--- config.mk ---
export PLATFORM = sky130hd
export DESIGN_NAME = uirq_status
export DESIGN_NICKNAME = d
export VERILOG_FILES = /design/src/rtl/uirq_chan.v /design/src/rtl/uirq_status.v
export VERILOG_INCLUDE_DIRS = /design/src /design/src/rtl
export SDC_FILE = /design/constraint.sdc
export NUM_CORES = 1
export LEC_CHECK = 0
export ABC_AREA = 1
export BUFFER_PORTS_ARGS = -buffer_cell sky130_fd_sc_hd__buf_2
export CAP_MARGIN = 20
export CORE_UTILIZATION = 49
export DETAILED_ROUTE_END_ITERATION = 8
export PLACE_DENSITY = 0.8
export SYNTH_ARGS = -nofsm -noshare
export SYNTH_HDL_FRONTEND = slang
export SYNTH_SLANG_ARGS = --single-unit
export TNS_END_PERCENT = 20
--- constraint.sdc ---
create_clock -name aclk -period 1.7 [get_ports aclk]
set_input_delay 0.255 -clock aclk [delete_from_list [all_inputs] [get_ports aclk]]
set_output_delay 0.255 -clock aclk [all_outputs]
set_load 0.02 [all_outputs]
--- src/rtl/uirq_defines.vh ---
// Constants for the UART interrupt status readback block.
// Included by bare name from the design files; definitions only.
`ifndef UIRQ_DEFINES_VH
`define UIRQ_DEFINES_VH

// Number of UART instances and interrupt sources per instance
`define UIRQ_NINST 2
`define UIRQ_NSRC 7

// Instance base addresses, upper 20 address bits
`define UIRQ_BASE0 20'hFFFC0
`define UIRQ_BASE1 20'hFFFC1

// Register offsets within an instance
`define UIRQ_OFF_MASK 12'h038
`define UIRQ_OFF_RAW 12'h03C
`define UIRQ_OFF_MASKED 12'h040
`define UIRQ_OFF_CLEAR 12'h044
`define UIRQ_WORD_MASK 12'hFFC

// Field layout: sources occupy bits 10 down to 4
`define UIRQ_FLD_HI 10
`define UIRQ_FLD_LO 4
`define UIRQ_PAD_HI 21'h000000
`define UIRQ_PAD_LO 4'h0

// Source positions inside the 7-bit field
`define UIRQ_SRC_OVERRUN 6
`define UIRQ_SRC_BREAK 5
`define UIRQ_SRC_PARITY 4
`define UIRQ_SRC_FRAMING 3
`define UIRQ_SRC_TIMEOUT 2
`define UIRQ_SRC_TX 1
`define UIRQ_SRC_RX 0

// Reset values
`define UIRQ_RST_FIELD 7'h00
`define UIRQ_RST_WORD 32'h00000000
`define UIRQ_RST_ADDR 32'h00000000
`define UIRQ_RST_STRB 4'h0

// AXI responses
`define UIRQ_RESP_OKAY 2'h0
`define UIRQ_RESP_SLVERR 2'h2

`endif

--- src/rtl/uirq_chan.v ---
// One UART instance worth of interrupt state: sticky raw bits, mask bits.
// Assumes write strobes are one-cycle pulses from the bus slave in the top.
`timescale 1ns/1ps
`default_nettype none
`include "uirq_defines.vh"

module uirq_chan (
   // Clock, reset, enable
   input wire aclk,
   input wire aresetn,
   input wire aclken,
   // Source levels, field order
   input wire [`UIRQ_NSRC-1:0] src,
   // Mask register write
   input wire mask_we,
   input wire [`UIRQ_NSRC-1:0] mask_wd,
   input wire [`UIRQ_NSRC-1:0] mask_be,
   // Clear register write
   input wire clr_we,
   input wire [`UIRQ_NSRC-1:0] clr_wd,
   input wire [`UIRQ_NSRC-1:0] clr_be,
   // State
   output wire [`UIRQ_NSRC-1:0] raw,
   output wire [`UIRQ_NSRC-1:0] mask,
   output wire [`UIRQ_NSRC-1:0] masked
);

   reg [`UIRQ_NSRC-1:0] raw_q;
   reg [`UIRQ_NSRC-1:0] mask_q;

   genvar b;
   generate
      for (b = 0; b < `UIRQ_NSRC; b = b + 1) begin : g_bit
         always @(posedge aclk) begin
            if (!aresetn) begin
               raw_q[b] <= 1'b0;
               mask_q[b] <= 1'b0;
            end else if (aclken) begin
               // A source active in the clear cycle keeps its bit set
               if (src[b])
                  raw_q[b] <= 1'b1;
               else if (clr_we && clr_be[b] && clr_wd[b])
                  raw_q[b] <= 1'b0;
               if (mask_we && mask_be[b])
                  mask_q[b] <= mask_wd[b];
            end
         end
      end
   endgenerate

   assign raw = raw_q;
   assign mask = mask_q;
   assign masked = raw_q & mask_q;

endmodule // uirq_chan

`default_nettype wire

--- src/rtl/uirq_status.v ---
// UART interrupt status readback for two UART instances, AXI4-Lite slave.
// Assumes source inputs are synchronous to aclk; one write and one read at a time.
//
// The AXI4-Lite register port is this design's own decision.
`timescale 1ns/1ps
`default_nettype none
`include "uirq_defines.vh"

// Notes on behaviour
// - Reading the raw status word at 0x03C gives every source unmasked; writing it does nothing.
// - Raw bit 10 shows the overrun error source before masking.
// - Raw bit 9 shows the break error source before masking.
// - Raw bit 8 shows the parity error source before masking.
// - Raw bit 7 shows the framing error source before masking.
// - Raw bit 6 shows the receive timeout source before masking.
// - Raw bit 5 shows the transmit source before masking.
// - Raw bit 4 shows the receive source before masking.
// - Bits 31:11 and 3:0 of both status words read zero and ignore writes.
// - Reading the masked status word at 0x040 gives sources after masking; writes do nothing.
// - Each of the two UARTs has its own copy, at base 0xFFFC0000 and 0xFFFC1000.
// - A mask bit of one enables its source, zero masks it; masked equals raw AND mask.
// - Masked bits 10 down to 4 give the seven sources after masking.
module uirq_status (
   // Clock, reset, enable
   input wire aclk,
   input wire aresetn,
   input wire aclken,
   // Interrupt sources, one bit per UART instance
   input wire [`UIRQ_NINST-1:0] overrun_error_irq,
   input wire [`UIRQ_NINST-1:0] break_error_irq,
   input wire [`UIRQ_NINST-1:0] parity_error_irq,
   input wire [`UIRQ_NINST-1:0] framing_error_irq,
   input wire [`UIRQ_NINST-1:0] receive_timeout_irq,
   input wire [`UIRQ_NINST-1:0] transmit_irq,
   input wire [`UIRQ_NINST-1:0] receive_irq,
   // Combined interrupt
   output reg irq,
   // AXI4-Lite write address
   input wire [31:0] awaddr,
   input wire [2:0] awprot,
   input wire awvalid,
   output reg awready,
   // AXI4-Lite write data
   input wire [31:0] wdata,
   input wire [3:0] wstrb,
   input wire wvalid,
   output reg wready,
   // AXI4-Lite write response
   output reg [1:0] bresp,
   output reg bvalid,
   input wire bready,
   // AXI4-Lite read address
   input wire [31:0] araddr,
   input wire [2:0] arprot,
   input wire arvalid,
   output reg arready,
   // AXI4-Lite read data
   output reg [31:0] rdata,
   output reg [1:0] rresp,
   output reg rvalid,
   input wire rready
);

   // Held write address and data
   reg aw_held;
   reg w_held;
   reg [31:0] aw_addr_q;
   reg [31:0] w_data_q;
   reg [3:0] w_strb_q;

   // Per-instance state, flattened
   wire [`UIRQ_NINST*`UIRQ_NSRC-1:0] raw_all;
   wire [`UIRQ_NINST*`UIRQ_NSRC-1:0] mask_all;
   wire [`UIRQ_NINST*`UIRQ_NSRC-1:0] masked_all;
   wire [`UIRQ_NINST-1:0] mask_we;
   wire [`UIRQ_NINST-1:0] clr_we;

   // Field bits and their byte enables
   wire [`UIRQ_NSRC-1:0] w_field;
   wire [`UIRQ_NSRC-1:0] w_field_be;

   // Write decode
   wire do_write;
   wire [`UIRQ_NINST-1:0] w_hit;
   wire [11:0] w_off;
   wire w_off_known;
   wire w_ok;

   // Read decode
   wire do_read;
   wire [`UIRQ_NINST-1:0] r_hit;
   wire [11:0] r_off;
   reg [`UIRQ_NSRC-1:0] r_raw;
   reg [`UIRQ_NSRC-1:0] r_mask;
   reg [`UIRQ_NSRC-1:0] r_masked;
   reg [31:0] r_word;
   reg [1:0] r_resp;

   // Next values
   reg next_aw_held;
   reg next_w_held;
   reg next_bvalid;
   reg next_rvalid;

   integer k;

   assign do_write = aw_held & w_held & ~bvalid;
   assign do_read = arvalid & arready;

   // Decode by upper address bits; each UART owns a 4 KB page
   assign w_hit[0] = (aw_addr_q[31:12] == `UIRQ_BASE0);
   assign w_hit[1] = (aw_addr_q[31:12] == `UIRQ_BASE1);
   assign r_hit[0] = (araddr[31:12] == `UIRQ_BASE0);
   assign r_hit[1] = (araddr[31:12] == `UIRQ_BASE1);

   assign w_off = aw_addr_q[11:0] & `UIRQ_WORD_MASK;
   assign r_off = araddr[11:0] & `UIRQ_WORD_MASK;

   // Status words are accepted with OKAY but never stored
   assign w_off_known = (w_off == `UIRQ_OFF_MASK) || (w_off == `UIRQ_OFF_RAW) ||
                        (w_off == `UIRQ_OFF_MASKED) || (w_off == `UIRQ_OFF_CLEAR);
   assign w_ok = (|w_hit) & w_off_known;

   // Only bits 10:4 are decoded; reserved data bits are dropped here
   assign w_field = w_data_q[`UIRQ_FLD_HI:`UIRQ_FLD_LO];

   genvar i;
   generate
      for (i = 0; i < `UIRQ_NSRC; i = i + 1) begin : g_be
         assign w_field_be[i] = w_strb_q[(i + `UIRQ_FLD_LO) / 8];
      end
   endgenerate

   generate
      for (i = 0; i < `UIRQ_NINST; i = i + 1) begin : g_inst
         wire [`UIRQ_NSRC-1:0] src;
         assign src[`UIRQ_SRC_OVERRUN] = overrun_error_irq[i];
         assign src[`UIRQ_SRC_BREAK] = break_error_irq[i];
         assign src[`UIRQ_SRC_PARITY] = parity_error_irq[i];
         assign src[`UIRQ_SRC_FRAMING] = framing_error_irq[i];
         assign src[`UIRQ_SRC_TIMEOUT] = receive_timeout_irq[i];
         assign src[`UIRQ_SRC_TX] = transmit_irq[i];
         assign src[`UIRQ_SRC_RX] = receive_irq[i];
         assign mask_we[i] = do_write & w_hit[i] & (w_off == `UIRQ_OFF_MASK);
         assign clr_we[i] = do_write & w_hit[i] & (w_off == `UIRQ_OFF_CLEAR);
         uirq_chan u_chan (
            .aclk(aclk),
            .aresetn(aresetn),
            .aclken(aclken),
            .src(src),
            .mask_we(mask_we[i]),
            .mask_wd(w_field),
            .mask_be(w_field_be),
            .clr_we(clr_we[i]),
            .clr_wd(w_field),
            .clr_be(w_field_be),
            .raw(raw_all[i*`UIRQ_NSRC +: `UIRQ_NSRC]),
            .mask(mask_all[i*`UIRQ_NSRC +: `UIRQ_NSRC]),
            .masked(masked_all[i*`UIRQ_NSRC +: `UIRQ_NSRC])
         );
      end
   endgenerate

   // Read multiplexer
   always @* begin
      r_raw = `UIRQ_RST_FIELD;
      r_mask = `UIRQ_RST_FIELD;
      r_masked = `UIRQ_RST_FIELD;
      for (k = 0; k < `UIRQ_NINST; k = k + 1) begin
         if (r_hit[k]) begin
            r_raw = raw_all[k*`UIRQ_NSRC +: `UIRQ_NSRC];
            r_mask = mask_all[k*`UIRQ_NSRC +: `UIRQ_NSRC];
            r_masked = masked_all[k*`UIRQ_NSRC +: `UIRQ_NSRC];
         end
      end
      r_word = `UIRQ_RST_WORD;
      r_resp = `UIRQ_RESP_OKAY;
      if (!(|r_hit)) begin
         r_resp = `UIRQ_RESP_SLVERR;
      end else begin
         case (r_off)
            `UIRQ_OFF_RAW: begin
               r_word = {`UIRQ_PAD_HI, r_raw, `UIRQ_PAD_LO};
            end
            `UIRQ_OFF_MASKED: begin
               r_word = {`UIRQ_PAD_HI, r_masked, `UIRQ_PAD_LO};
            end
            `UIRQ_OFF_MASK: begin
               r_word = {`UIRQ_PAD_HI, r_mask, `UIRQ_PAD_LO};
            end
            `UIRQ_OFF_CLEAR: begin
               // Write-only clear word reads as zero
               r_word = `UIRQ_RST_WORD;
            end
            default: begin
               r_resp = `UIRQ_RESP_SLVERR;
            end
         endcase
      end
   end

   // Channel bookkeeping
   always @* begin
      if (do_write)
         next_aw_held = 1'b0;
      else
         next_aw_held = aw_held | (awvalid & awready);
      if (do_write)
         next_w_held = 1'b0;
      else
         next_w_held = w_held | (wvalid & wready);
      next_bvalid = (bvalid & ~bready) | do_write;
      next_rvalid = (rvalid & ~rready) | do_read;
   end

   // Write channels: address and data are taken in either order
   always @(posedge aclk) begin
      if (!aresetn) begin
         aw_held <= 1'b0;
         w_held <= 1'b0;
         aw_addr_q <= `UIRQ_RST_ADDR;
         w_data_q <= `UIRQ_RST_WORD;
         w_strb_q <= `UIRQ_RST_STRB;
         awready <= 1'b0;
         wready <= 1'b0;
         bvalid <= 1'b0;
         bresp <= `UIRQ_RESP_OKAY;
      end else if (aclken) begin
         aw_held <= next_aw_held;
         w_held <= next_w_held;
         if (awvalid && awready)
            aw_addr_q <= awaddr;
         if (wvalid && wready) begin
            w_data_q <= wdata;
            w_strb_q <= wstrb;
         end
         // Ready stays low until the response is taken, so one write at a time
         awready <= ~next_aw_held & ~next_bvalid;
         wready <= ~next_w_held & ~next_bvalid;
         bvalid <= next_bvalid;
         if (do_write)
            bresp <= w_ok ? `UIRQ_RESP_OKAY : `UIRQ_RESP_SLVERR;
      end
   end

   // Read channels
   always @(posedge aclk) begin
      if (!aresetn) begin
         arready <= 1'b0;
         rvalid <= 1'b0;
         rdata <= `UIRQ_RST_WORD;
         rresp <= `UIRQ_RESP_OKAY;
      end else if (aclken) begin
         arready <= ~next_rvalid;
         rvalid <= next_rvalid;
         if (do_read) begin
            rdata <= r_word;
            rresp <= r_resp;
         end
      end
   end

   // Combined level interrupt; one cycle behind the masked bits
   always @(posedge aclk) begin
      if (!aresetn)
         irq <= 1'b0;
      else if (aclken)
         irq <= |masked_all;
   end

endmodule // uirq_status

`default_nettype wire

==> metrics.md, run 1 <==
| Metric | Value |
|---|---|
| Result of the run | `completed` |
| Grt ovf | `0` |
| Sequential element share of the synthesized area | `0.3881` |
| Comb pwr share | `0.115` |
| Critical path arrival | `1.74 ns` |
| Worst Path Required | `1.94 ns` |
| Routability congestion estimate from global placement | `0.8508` |
| Static power due to leakage | `2.307 nW` |
| Reported max-cap violation count | `0` |
| Final period demand of the worst path | `1.505 ns` |
| Design area | `5131 sq um` |
| Worst Skew | `0.009461 ns` |
| Final cycle utilization of the critical path | `0.8852` |
| Final Routed Wirelength | `10290 um` |
| Floorplan row count | `33` |
| Placed inst area | `4936 sq um` |
| Nets@finish | `876` |
| Ratio of cells with drive above 1 in the final layout | `0.2048` |
| Mapped Area | `4333 sq um` |
| Part of the total power dissipated in the clock network | `0.339` |
| Min-delay worst type | `primary input to flip-flop` |
| First element of the critical path | `aw_addr_q[22]$_SDFFE_PN0P_` |
| Startpoint kind of the worst setup timing path | `flip-flop` |
| Share of power burned in registers | `0.546` |
| Max clock buf depth | `2` |
| DRC viols | `0` |
| Routed vias/inst | `5.153` |
| Number of hold buffers added after CTS | `0` |
| Clock insertion delay at the later pin of the skew report | `0.35 ns` |
| Fmax | `0.6645 GHz` |
| Horiz. Die Dim | `96.04 um` |
| Register bit count reported by yosys | `84` |
| Core area | `8382 sq um` |
| Largest net degree at the start of global routing | `62` |
| Die height | `96.04 um` |
| Aggregate negative setup slack | `0 ns` |
| Critical Setup Path Class | `flip-flop to flip-flop` |
| Number of buffers inserted during clock tree synthesis | `9` |
| Number of antenna diodes | `0` |
| Number of top-level pins | `170` |
| Vias post-DR | `4416` |
| Net Switching | `1.021 mW` |
| Drt first-iter violations | `234` |
| Number of fillers in the final layout | `785` |
| Slew Limit Fails | `0` |
| Mapped Avg Cell Area | `6.739 sq um` |
| Wire length of the first global-routing pass | `16680 um` |
| Gate Count Post-Synth | `643` |
| Initial antenna violation count | `0` |
| GRT Total Usage | `0.2323` |
| CP endpoint | `g_inst[1].u_chan.mask[3]$_SDFFE_PN0P_` |
| Int Pwr | `2.812 mW` |
| Worst hold margin | `0.1374 ns` |
| Layout-stage area growth over the synthesis result | `18.42%` |
| Number of levels the H-tree was split into | `3` |
| Final Hold Viols | `0` |
| Dpl hpwl | `7667 um` |
| Switching part of the total | `0.2665` |
| Die area | `9223 sq um` |
| Number of cells on the worst reg-to-reg path | `9` |
| RR Endpoint | `g_inst[1].u_chan.mask[3]$_SDFFE_PN0P_` |
| Peak fanout along the critical path | `8` |
| Number of unique standard cell types used by synthesis | `28` |
| Wire length per cell | `12.01 um` |
| Vias in the first global route | `3907` |
| Total power per unit cell area | `747.1 nW/um^2` |
| Post-DRT Antenna Nets | `0` |
| Endpoint type of the worst setup path | `flip-flop` |
| CTS clk-pin slew, worst paths | `0.08 ns` |
| Number of buffer cells added on primary ports | `105` |
| Slack of the worst reg-to-reg path | `0.20 ns` |
| Post-CTS setup buffer count | `0` |
| Starting density of the core | `0.5169` |
| Synth warnings | `0` |
| CTS root buf | `clkbuf_8` |
| Number of setup violations in the final report | `0` |
| CTS tree | `yes` |
| Most frequent standard cell in the layout excluding fill and tap cells | `nand2_1` |
| Worst IR Drop VDD | `0.5722 mV` |
| First drt pass iteration count | `5` |
| Reg2Reg Launch Point | `aw_addr_q[22]$_SDFFE_PN0P_` |
| Clock tree sinks | `84` |
| Most used cells in the layout excluding fill and tap cells | `124 x nand2_1, 105 x buf_2, 93 x inv_1` |
[final cells by class]
| class | count | area, sq um | area share |
|---|---|---|---|
| Inverter | 93 | 349.1 | 0.06803 |
| Timing Repair Buffer | 123 | 685.7 | 0.1336 |
| Clock buffer | 12 | 155.1 | 0.03024 |
| Clock inverter | 3 | 22.52 | 0.004389 |
| Sequential cell | 84 | 1682 | 0.3277 |
| Tap cell | 105 | 131.4 | 0.02560 |
| Multi-Input combinational cell | 437 | 2106 | 0.4104 |
[worst min-delay path by stage]
stage               cells after the start                                   end                       start
finish                                  3  g_inst[0].u_chan.raw[3]$_SDFFE_PN0P_        framing_error_irq[0]
global route                            3  g_inst[1].u_chan.raw[2]$_SDFFE_PN0P_      receive_timeout_irq[1]
CTS                                     3  g_inst[0].u_chan.raw[3]$_SDFFE_PN0P_        framing_error_irq[0]
detailed placement                      2            aw_addr_q[18]$_SDFFE_PN0P_  aw_addr_q[18]$_SDFFE_PN0P_
global placement                        2            aw_addr_q[10]$_SDFFE_PN0P_  aw_addr_q[10]$_SDFFE_PN0P_
floorplan                               2  g_inst[0].u_chan.raw[0]$_SDFFE_PN0P_              receive_irq[0]
[per-stage QoR]
stage | worst slack [ns] | total power [mW] | utilization | std cells
6_report | 0.1951 | 3.834 | 0.6122 | 857
5_1_grt | -0.03962 | 4.015 | 0.6122 | 857
4_1_cts | 0.05675 | 3.861 | 0.6101 | 857
3_5_place_dp | 0.06617 | 2.579 | 0.5889 | 842
3_3_place_gp | 0.1498 | 2.561 | 0.5889 | 842
2_1_floorplan | 0.1759 | 2.435 | - | 669
[synthesized netlist by cell type]
library cell	n	share of area
o21ai_0	59	0.068
clkbuf_1	18	0.016
clkbuf_2	1	0.0012
nand2_1	128	0.11
nor4_4	1	0.0049
o2111a_1	1	0.0026
nor3_2	1	0.0023
nor2_1	44	0.038
inv_1	93	0.081
buf_2	6	0.0069
buf_4	27	0.047
nor3_1	8	0.0092
conb_1	1	0.00087
a41oi_1	1	0.0020
a22oi_1	2	0.0035
o31ai_1	2	0.0035
a211oi_1	1	0.0017
nand3_1	54	0.062
dfxtp_1	84	0.39
nand4_1	24	0.035
a21oi_1	58	0.067
a21oi_2	7	0.014
a221oi_1	1	0.0020
or2_1	1	0.0014
buf_1	3	0.0026
nor4_1	2	0.0029
o21a_1	1	0.0017
nand3b_1	14	0.024
[per-layer routing]
metal,vias up,global-route usage,routed length [um]
li1,2255,-,-
met1,1969,0.2679,4282
met2,177,0.4238,5056
met3,15,0.05292,779
met4,0,0.06965,172
met5,-,0,0
[logic make-up after synthesis]
family / Yosys count / synth area share
compound gates: 133 / 0.1663
buf+inv: 148 / 0.1536
flops: 84 / 0.3881
other cells: 1 / 0.0008655
simple gates: 277 / 0.2911
[registers in the layout, indices dropped and copies added, names as in the netlist]
signal,cells
arready,1
aw_addr_q,30
aw_held,1
awready,1
bresp,1
bvalid,1
g_inst.u_chan.mask,14
g_inst.u_chan.raw,14
irq,1
rdata,7
rresp,1
rvalid,1
w_data_q,7
w_held,1
w_strb_q,2
wready,1
[timing repair]
action	4_1_cts	5_1_grt
hold endpoints to repair	0	0
setup endpoints to repair	0	14
resized for setup	0	10
[power by group through the flow]
stage / Sequential, mW / Clock [mW] / Combinational, mW
2_1_floorplan: 2.13 / 0 / 0.301
3_3_place_gp: 2.13 / 0 / 0.427
3_5_place_dp: 2.14 / 0 / 0.440
4_1_cts: 2.09 / 1.33 / 0.442
5_1_grt: 2.10 / 1.41 / 0.505
6_report: 2.09 / 1.30 / 0.442
[worst max-delay path, stage by stage, from the launching register on]
cell and delay (ns):
dfxtp_1 0.35, nand2_1 0.07, nor2_1 0.11, nand3_1 0.14, nor2_1 0.14, nand2_1 0.07
nor2_2 0.13, nand2_2 0.14, o21ai_0 0.18, nor2_1 0.06
Note: power is estimated with default switching activity, not from simulation.
==> run 2: changes to the inputs <==
==> constraint.sdc (replaced) <==
create_clock -name aclk -period 1.7 [get_ports aclk]
set_input_delay 0.425 -clock aclk [delete_from_list [all_inputs] [get_ports aclk]]
set_output_delay 0.425 -clock aclk [all_outputs]
set_load 0.02 [all_outputs]
==> run 2 against run 1 <==
Sequential share of layout area is 0.20 points lower. Total power increased by 4.0%. Sequential power barely moved. Cell count is 0.23% higher. Count of clock-buffer cells in the layout decreased by 1. Sequential cell count unchanged. Maximum frequency down 0.13%. Cell area is 0.61% higher. Critical path depth rose by 1. Worst hold slack better by 0.17 ns.
==> metrics.md, run 2 (synthesis gave the netlist of run 1 again) <==
| Metric | Value |
|---|---|
| Die area | `9223 sq um` |
| Number of buffers inserted during clock tree synthesis | `9` |
| Vias in the first global route | `4081` |
| Number of hold buffers added after CTS | `0` |
| Startpoint kind of the worst setup timing path | `flip-flop` |
| Result of the run | `completed` |
| Startpoint of the worst hold path | `framing_error_irq[0]` |
| Routed vias/inst | `5.162` |
| Area of the multi-input gates | `2106 sq um` |
| Total power per unit cell area | `771.9 nW/um^2` |
| Number of levels the H-tree was split into | `3` |
| Grt ovf | `0` |
| Placed inst area | `4943 sq um` |
| RR Endpoint | `g_inst[1].u_chan.mask[0]$_SDFFE_PN0P_` |
| Share of power burned in registers | `0.525` |
| Static power due to leakage | `2.332 nW` |
| Starting density of the core | `0.5169` |
| Final cell count without fillers | `859` |
| Nets@finish | `877` |
| Comb pwr share | `0.112` |
| Kind of cell adding the most delay to the critical path | `simple AND/OR/NAND/NOR gates` |
| Reg2Reg Launch Point | `aw_addr_q[13]$_SDFFE_PN0P_` |
| Worst Path Required | `1.94 ns` |
| Part of the total power dissipated in the clock network | `0.363` |
| Number of cells on the worst reg-to-reg path | `10` |
| Total power draw | `3.985 mW` |
| Clock insertion delay at the later pin of the skew report | `0.34 ns` |
| Worst path slowest cell | `dfxtp_1` |
| Wire length per cell | `12.18 um` |
| Final period demand of the worst path | `1.507 ns` |
| Design area | `5162 sq um` |
| Crit-path most repeated cell | `nor2_1` |
| CTS tree | `yes` |
| Register Area | `1682 sq um` |
| Switching part of the total | `0.2634` |
| Post-CTS setup buffer count | `0` |
| Layout-stage area growth over the synthesis result | `19.15%` |
| Met3 routed wirelength | `859 um` |
| Clock tree sinks | `84` |
| CTS root buf | `clkbuf_8` |
| Number of setup violations in the final report | `0` |
| Top routing layer in use | `met4` |
| Worst Hold Path Cells | `3` |
| Initial antenna violation count | `0` |
| Detail Route met2 WL | `5164 um` |
| Reported max-cap violation count | `0` |
| Final core area utilization | `0.6159` |
| Number of flip-flops under the largest register name | `30` |
| WHS Endpoint | `g_inst[0].u_chan.raw[3]$_SDFFE_PN0P_` |
| Slew Limit Fails | `0` |
| Placed Instances | `843` |
| GRT Total Usage | `0.2389` |
| Buffers and inverters on the worst path | `1` |
| Number of antenna diodes | `0` |
| First drt pass iteration count | `5` |
| Number of fillers in the final layout | `791` |
| Number of buffer cells added on primary ports | `105` |
| Core area | `8382 sq um` |
| Most frequent standard cell in the layout excluding fill and tap cells | `nand2_1` |
| Register with the most flip-flops | `aw_addr_q` |
| Worst Skew | `0.006164 ns` |
| Critical path arrival | `1.74 ns` |
| Drt first-iter violations | `333` |
| Slack of the worst reg-to-reg path | `0.19 ns` |
| Number of top-level pins | `170` |
| Largest net degree at the start of global routing | `62` |
| Vias post-DR | `4434` |
| Ratio of cells with drive above 1 in the final layout | `0.2069` |
| Post-DRT Antenna Nets | `0` |
| Die height | `96.04 um` |
| Critical Setup Path Class | `flip-flop to flip-flop` |
| DRC viols | `0` |
| Floorplan row count | `33` |
| Fmax | `0.6636 GHz` |
| Horiz. Die Dim | `96.04 um` |
| Dpl hpwl | `7690 um` |
| Net Switching | `1.050 mW` |
| Delay of the slowest cell on the worst path | `0.30 ns` |
| Final Routed Wirelength | `10460 um` |
| Wire length of the first global-routing pass | `17150 um` |
| Final Hold Viols | `0` |
| Cell-by-cell trace of the critical path | `inv_1 -> nand2_1 -> nor2_1 -> nand3_1 -> nor2_1 -> nand2_1 -> nor2_2 -> nand2_2 -> o21ai_0 -> nor2_1` |
| Min-delay worst type | `primary input to flip-flop` |
| Max clock buf depth | `2` |
| Peak fanout along the critical path | `8` |
| Routed metal-1 wire length | `4255 um` |
| Worst IR Drop VDD | `0.6106 mV` |
| Most used cells in the layout excluding fill and tap cells | `124 x nand2_1, 105 x buf_2, 93 x inv_1` |
| Routability congestion estimate from global placement | `0.8428` |
| Endpoint type of the worst setup path | `flip-flop` |
| Final cycle utilization of the critical path | `0.8864` |
| Int Pwr | `2.935 mW` |
| CTS clk-pin slew, worst paths | `0.09 ns` |
| Setup repair after global routing missed its margin | `true` |
| Worst hold margin | `0.3096 ns` |
==> run 2: changes by cell type in the layout (fill, tap and decap cells not counted) <==
| cell | change |
|---|---|
| buf_4 | +1 |
| bufinv_16 | +1 |
| clkbuf_8 | -1 |
| clkinv_2 | +1 |
| clkinv_4 | +1 |
| clkinvlp_4 | -2 |
| inv_6 | +1 |
| o21ai_0 | -1 |
| o21ai_1 | +1 |
==> run 2: worst max path at each step <==
stage                                from                                     to  slack [ns]  cells after the start
2_1_floorplan                  araddr[15]                 rdata[10]$_SDFFE_PN0P_       0.006                      6
3_3_place_gp                   araddr[15]                  rdata[7]$_SDFFE_PN0P_        0.06                      8
3_5_place_dp   aw_addr_q[17]$_SDFFE_PN0P_  g_inst[0].u_chan.mask[2]$_SDFFE_PN0P_        0.03                     10
4_1_cts        aw_addr_q[17]$_SDFFE_PN0P_  g_inst[0].u_chan.mask[1]$_SDFFE_PN0P_       0.007                     10
5_1_grt        aw_addr_q[13]$_SDFFE_PN0P_  g_inst[1].u_chan.mask[0]$_SDFFE_PN0P_       -0.03                     10
6_report       aw_addr_q[13]$_SDFFE_PN0P_  g_inst[1].u_chan.mask[0]$_SDFFE_PN0P_        0.19                     10
==> run 2: final cells by class <==
type / count / area share
multi-input combinational: 437 / 0.4079
clock buffer: 11 / 0.02739
sequential: 84 / 0.3257
clock inverter: 5 / 0.01163
inverter: 93 / 0.06762
tap: 105 / 0.02545
timing repair buffer: 124 / 0.1343
==> run 2: worst min-delay path, stage by stage <==
cell and delay [ns]:
buf_2 0.09, nand2_1 0.04, a21oi_1 0.05
==> run 2: what timing repair did <==
item / CTS / global route
hold endpoints to repair: 0 / 0
endpoints found under the setup margin: 0 / 14
gates resized for setup: 0 / 11
==> run 2: power by group through the flow <==
stage	logic, mW	registers (mW)	clock network (mW)
5_1_grt	0.510	2.10	1.57
3_3_place_gp	0.429	2.13	0
3_5_place_dp	0.443	2.14	0
2_1_floorplan	0.301	2.13	0
4_1_cts	0.445	2.09	1.48
6_report	0.445	2.09	1.45
==> run 2: per-stage QoR <==
step / TNS, ns / worst slack [ns]
after floorplan: 0 / 0.005909
after global placement: 0 / 0.06287
final: 0 / 0.1931
after CTS: 0 / 0.007388
after global routing: -0.03824 / -0.02573
after detailed placement: 0 / 0.03107
==> run 2: layer usage <==
| metal | vias to the layer above | global-route usage |
|---|---|---|
| li1 | 2258 | - |
| met1 | 1978 | 0.2785 |
| met2 | 177 | 0.4303 |
| met3 | 21 | 0.05371 |
| met4 | 0 | 0.07711 |
| met5 | - | 0 |
==> run 3: changes to the inputs <==
Clock period 1.7 ns to 1.5 ns, I/O delays scaled along.
==> run 3 against run 2 <==
The run now ends with setup timing left. Global-route usage up 0.85 points. Sequential cell count did not move. Cell count up 2.3%. Clock skew up 0.0090 ns. Register-to-register slack worse by 0.26 ns. Worst hold slack lost 0.050 ns. Worst setup slack got worse by 0.26 ns. First-iteration DRC count down 17%. Combinational power increased by 28%. Clock power increased by 21%. Sequential share of layout area down 2.2 points. Non-clock buffer count rose by 20. Largest cell class unchanged. Largest power group unchanged. Highest routed layer unchanged.
==> metrics.md, run 3 (synthesis gave the netlist of run 1 again) <==
| Metric | Value |
|---|---|
| Result of the run | `finished with violations` |
| Violations in the final reports | `setup timing` |
| Critical Setup Path Class | `flip-flop to flip-flop` |
| Startpoint kind of the worst setup timing path | `flip-flop` |
| Worst path slowest cell | `dfxtp_1` |
| Core area | `8382 sq um` |
| Static power due to leakage | `2.533 nW` |
| Floorplan row count | `33` |
| Worst Path Required | `1.75 ns` |
| Most frequent standard cell in the layout excluding fill and tap cells | `nand2_1` |
| Number of top-level pins | `170` |
| Die area | `9223 sq um` |
| CTS tree | `yes` |
| Nets@finish | `897` |
| Cell-by-cell trace of the critical path | `inv_2 -> nand2_2 -> nor2_4 -> nand3_2 -> nor2_2 -> nand2_2 -> nor2_4 -> nand2_4 -> o21ai_4 -> nor2_2` |
| Reported max-cap violation count | `0` |
| Aggregate negative setup slack | `-0.2934 ns` |
| Fmax | `0.6386 GHz` |
| Grt ovf | `0` |
| Dpl hpwl | `7946 um` |
| Peak fanout along the critical path | `8` |
| GRT Total Usage | `0.2474` |
| Worst IR Drop VDD | `0.6636 mV` |
| Most used cells in the layout excluding fill and tap cells | `112 x nand2_1, 105 x buf_2, 87 x inv_1` |
| Layout-stage area growth over the synthesis result | `28.73%` |
| Number of flip-flops under the largest register name | `30` |
| Number of setup violations in the final report | `9` |
| Vias post-DR | `4577` |
| Clock insertion delay at the later pin of the skew report | `0.36 ns` |
| Endpoint type of the worst setup path | `flip-flop` |
| Final Routed Wirelength | `11460 um` |
| Buffers and inverters on the worst path | `1` |
| CTS clk-pin slew, worst paths | `0.09 ns` |
| Routed vias/inst | `5.207` |
| Drt first-iter violations | `276` |
| Number of fillers in the final layout | `700` |
| Largest net degree at the start of global routing | `62` |
| Critical path arrival | `1.82 ns` |
| Pre-CTS WS | `-0.1354 ns` |
| Final period demand of the worst path | `1.566 ns` |
| Placed Instances | `857` |
| Wire length per cell | `13.04 um` |
| Final Hold Viols | `0` |
| Max clock buf depth | `2` |
| Final cycle utilization of the critical path | `1.044` |
| Setup repair after global routing missed its margin | `true` |
| Vias in the first global route | `4167` |
| CTS root buf | `clkbuf_8` |
| Delay of the slowest cell on the worst path | `0.33 ns` |
| Initial antenna violation count | `0` |
| Die height | `96.04 um` |
| First drt pass iteration count | `6` |
| Number of hold buffers added after CTS | `0` |
| Worst Setup Slack, final | `-0.06584 ns` |
| Number of levels the H-tree was split into | `3` |
| Total power per unit cell area | `842.4 nW/um^2` |
| Min-delay worst type | `primary input to flip-flop` |
| Number of buffers inserted during clock tree synthesis | `9` |
| DRC viols | `0` |
| Horiz. Die Dim | `96.04 um` |
| Slew Limit Fails | `0` |
| Number of buffer cells added on primary ports | `105` |
| Post-DRT Antenna Nets | `0` |
| Wire length of the first global-routing pass | `17780 um` |
| Ratio of cells with drive above 1 in the final layout | `0.3036` |
| Register with the most flip-flops | `aw_addr_q` |
| Number of antenna diodes | `0` |
| Final cell count without fillers | `879` |
| Worst Skew | `0.01517 ns` |
| Routability congestion estimate from global placement | `0.8358` |
| Kind of cell adding the most delay to the critical path | `simple AND/OR/NAND/NOR gates` |
| Starting density of the core | `0.5169` |
| Clock tree sinks | `84` |
==> run 3: changes by cell type in the layout (fill, tap and decap cells not counted), moves of 9 or more <==
cell     delta
buf_4      +16
dfxtp_1    -12
dfxtp_2    +12
nand2_1    -12
o21ai_0    -10
nor2_1      -9
o21ai_2     +9
==> run 3: tightest hold or removal path: stages <==
cell and delay (ns):
buf_2 0.10, nand2_1 0.04, a21oi_1 0.05
==> run 3: worst paths after layout <==
| kind | to | depth (start not counted) | slack (ns) | start |
|---|---|---|---|---|
| worst max register to register | g_inst[1].u_chan.mask[3]$_SDFFE_PN0P_ | 10 | -0.07 | aw_addr_q[13]$_SDFFE_PN0P_ |
| worst max-delay path | g_inst[1].u_chan.mask[3]$_SDFFE_PN0P_ | 10 | -0.07 | aw_addr_q[13]$_SDFFE_PN0P_ |
| worst min-delay path | g_inst[1].u_chan.raw[3]$_SDFFE_PN0P_ | 3 | 0.26 | framing_error_irq[1] |
| worst min register to register | aw_addr_q[24]$_SDFFE_PN0P_ | 2 | 0.45 | aw_addr_q[24]$_SDFFE_PN0P_ |
==> run 3: cell type report <==
class                           count  area [sq um]  share of cell area
Clock buffer                       12         165.2             0.02961
Timing Repair Buffer              144         875.8              0.1570
Multi-Input combinational cell    437          2305              0.4132
Inverter                           93         349.1             0.06258
Sequential cell                    84          1697              0.3042
Tap cell                          105         131.4             0.02355
Clock inverter                      4         55.05            0.009870
==> run 3: metrics by stage <==
step / util / total power, mW / hold slack (ns) / area (sq um)
after global placement: 0.6068 / 2.934 / 0.4302 / 5086
after floorplan: - / 2.760 / 0.4236 / 4443
final: 0.6655 / 4.699 / 0.2598 / 5578
after detailed placement: 0.6068 / 2.955 / 0.4343 / 5086
after CTS: 0.6392 / 4.664 / 0.2526 / 5358
after global routing: 0.6655 / 4.870 / 0.2667 / 5578
==> run 3: per-layer routing <==
metal,track usage,up-vias,share of wire
li1,-,2296,-
met1,0.2806,2045,0.40
met2,0.4450,198,0.50
met3,0.04660,38,0.077
met4,0.1144,0,0.029
met5,0,-,0
==> run 3: where the power goes <==
group	internal (mW)	total, mW	switching (mW)	leakage [nW]
Sequential	2.31	2.38	0.0697	0.690
Clock	0.915	1.75	0.832	0.109
Combinational	0.229	0.569	0.340	1.73
==> run 3: what timing repair did <==
action,4_1_cts,5_1_grt
endpoints found under the setup margin,26,30
pin swaps,5,21
setup buffers,1,5
resized for setup,19,72
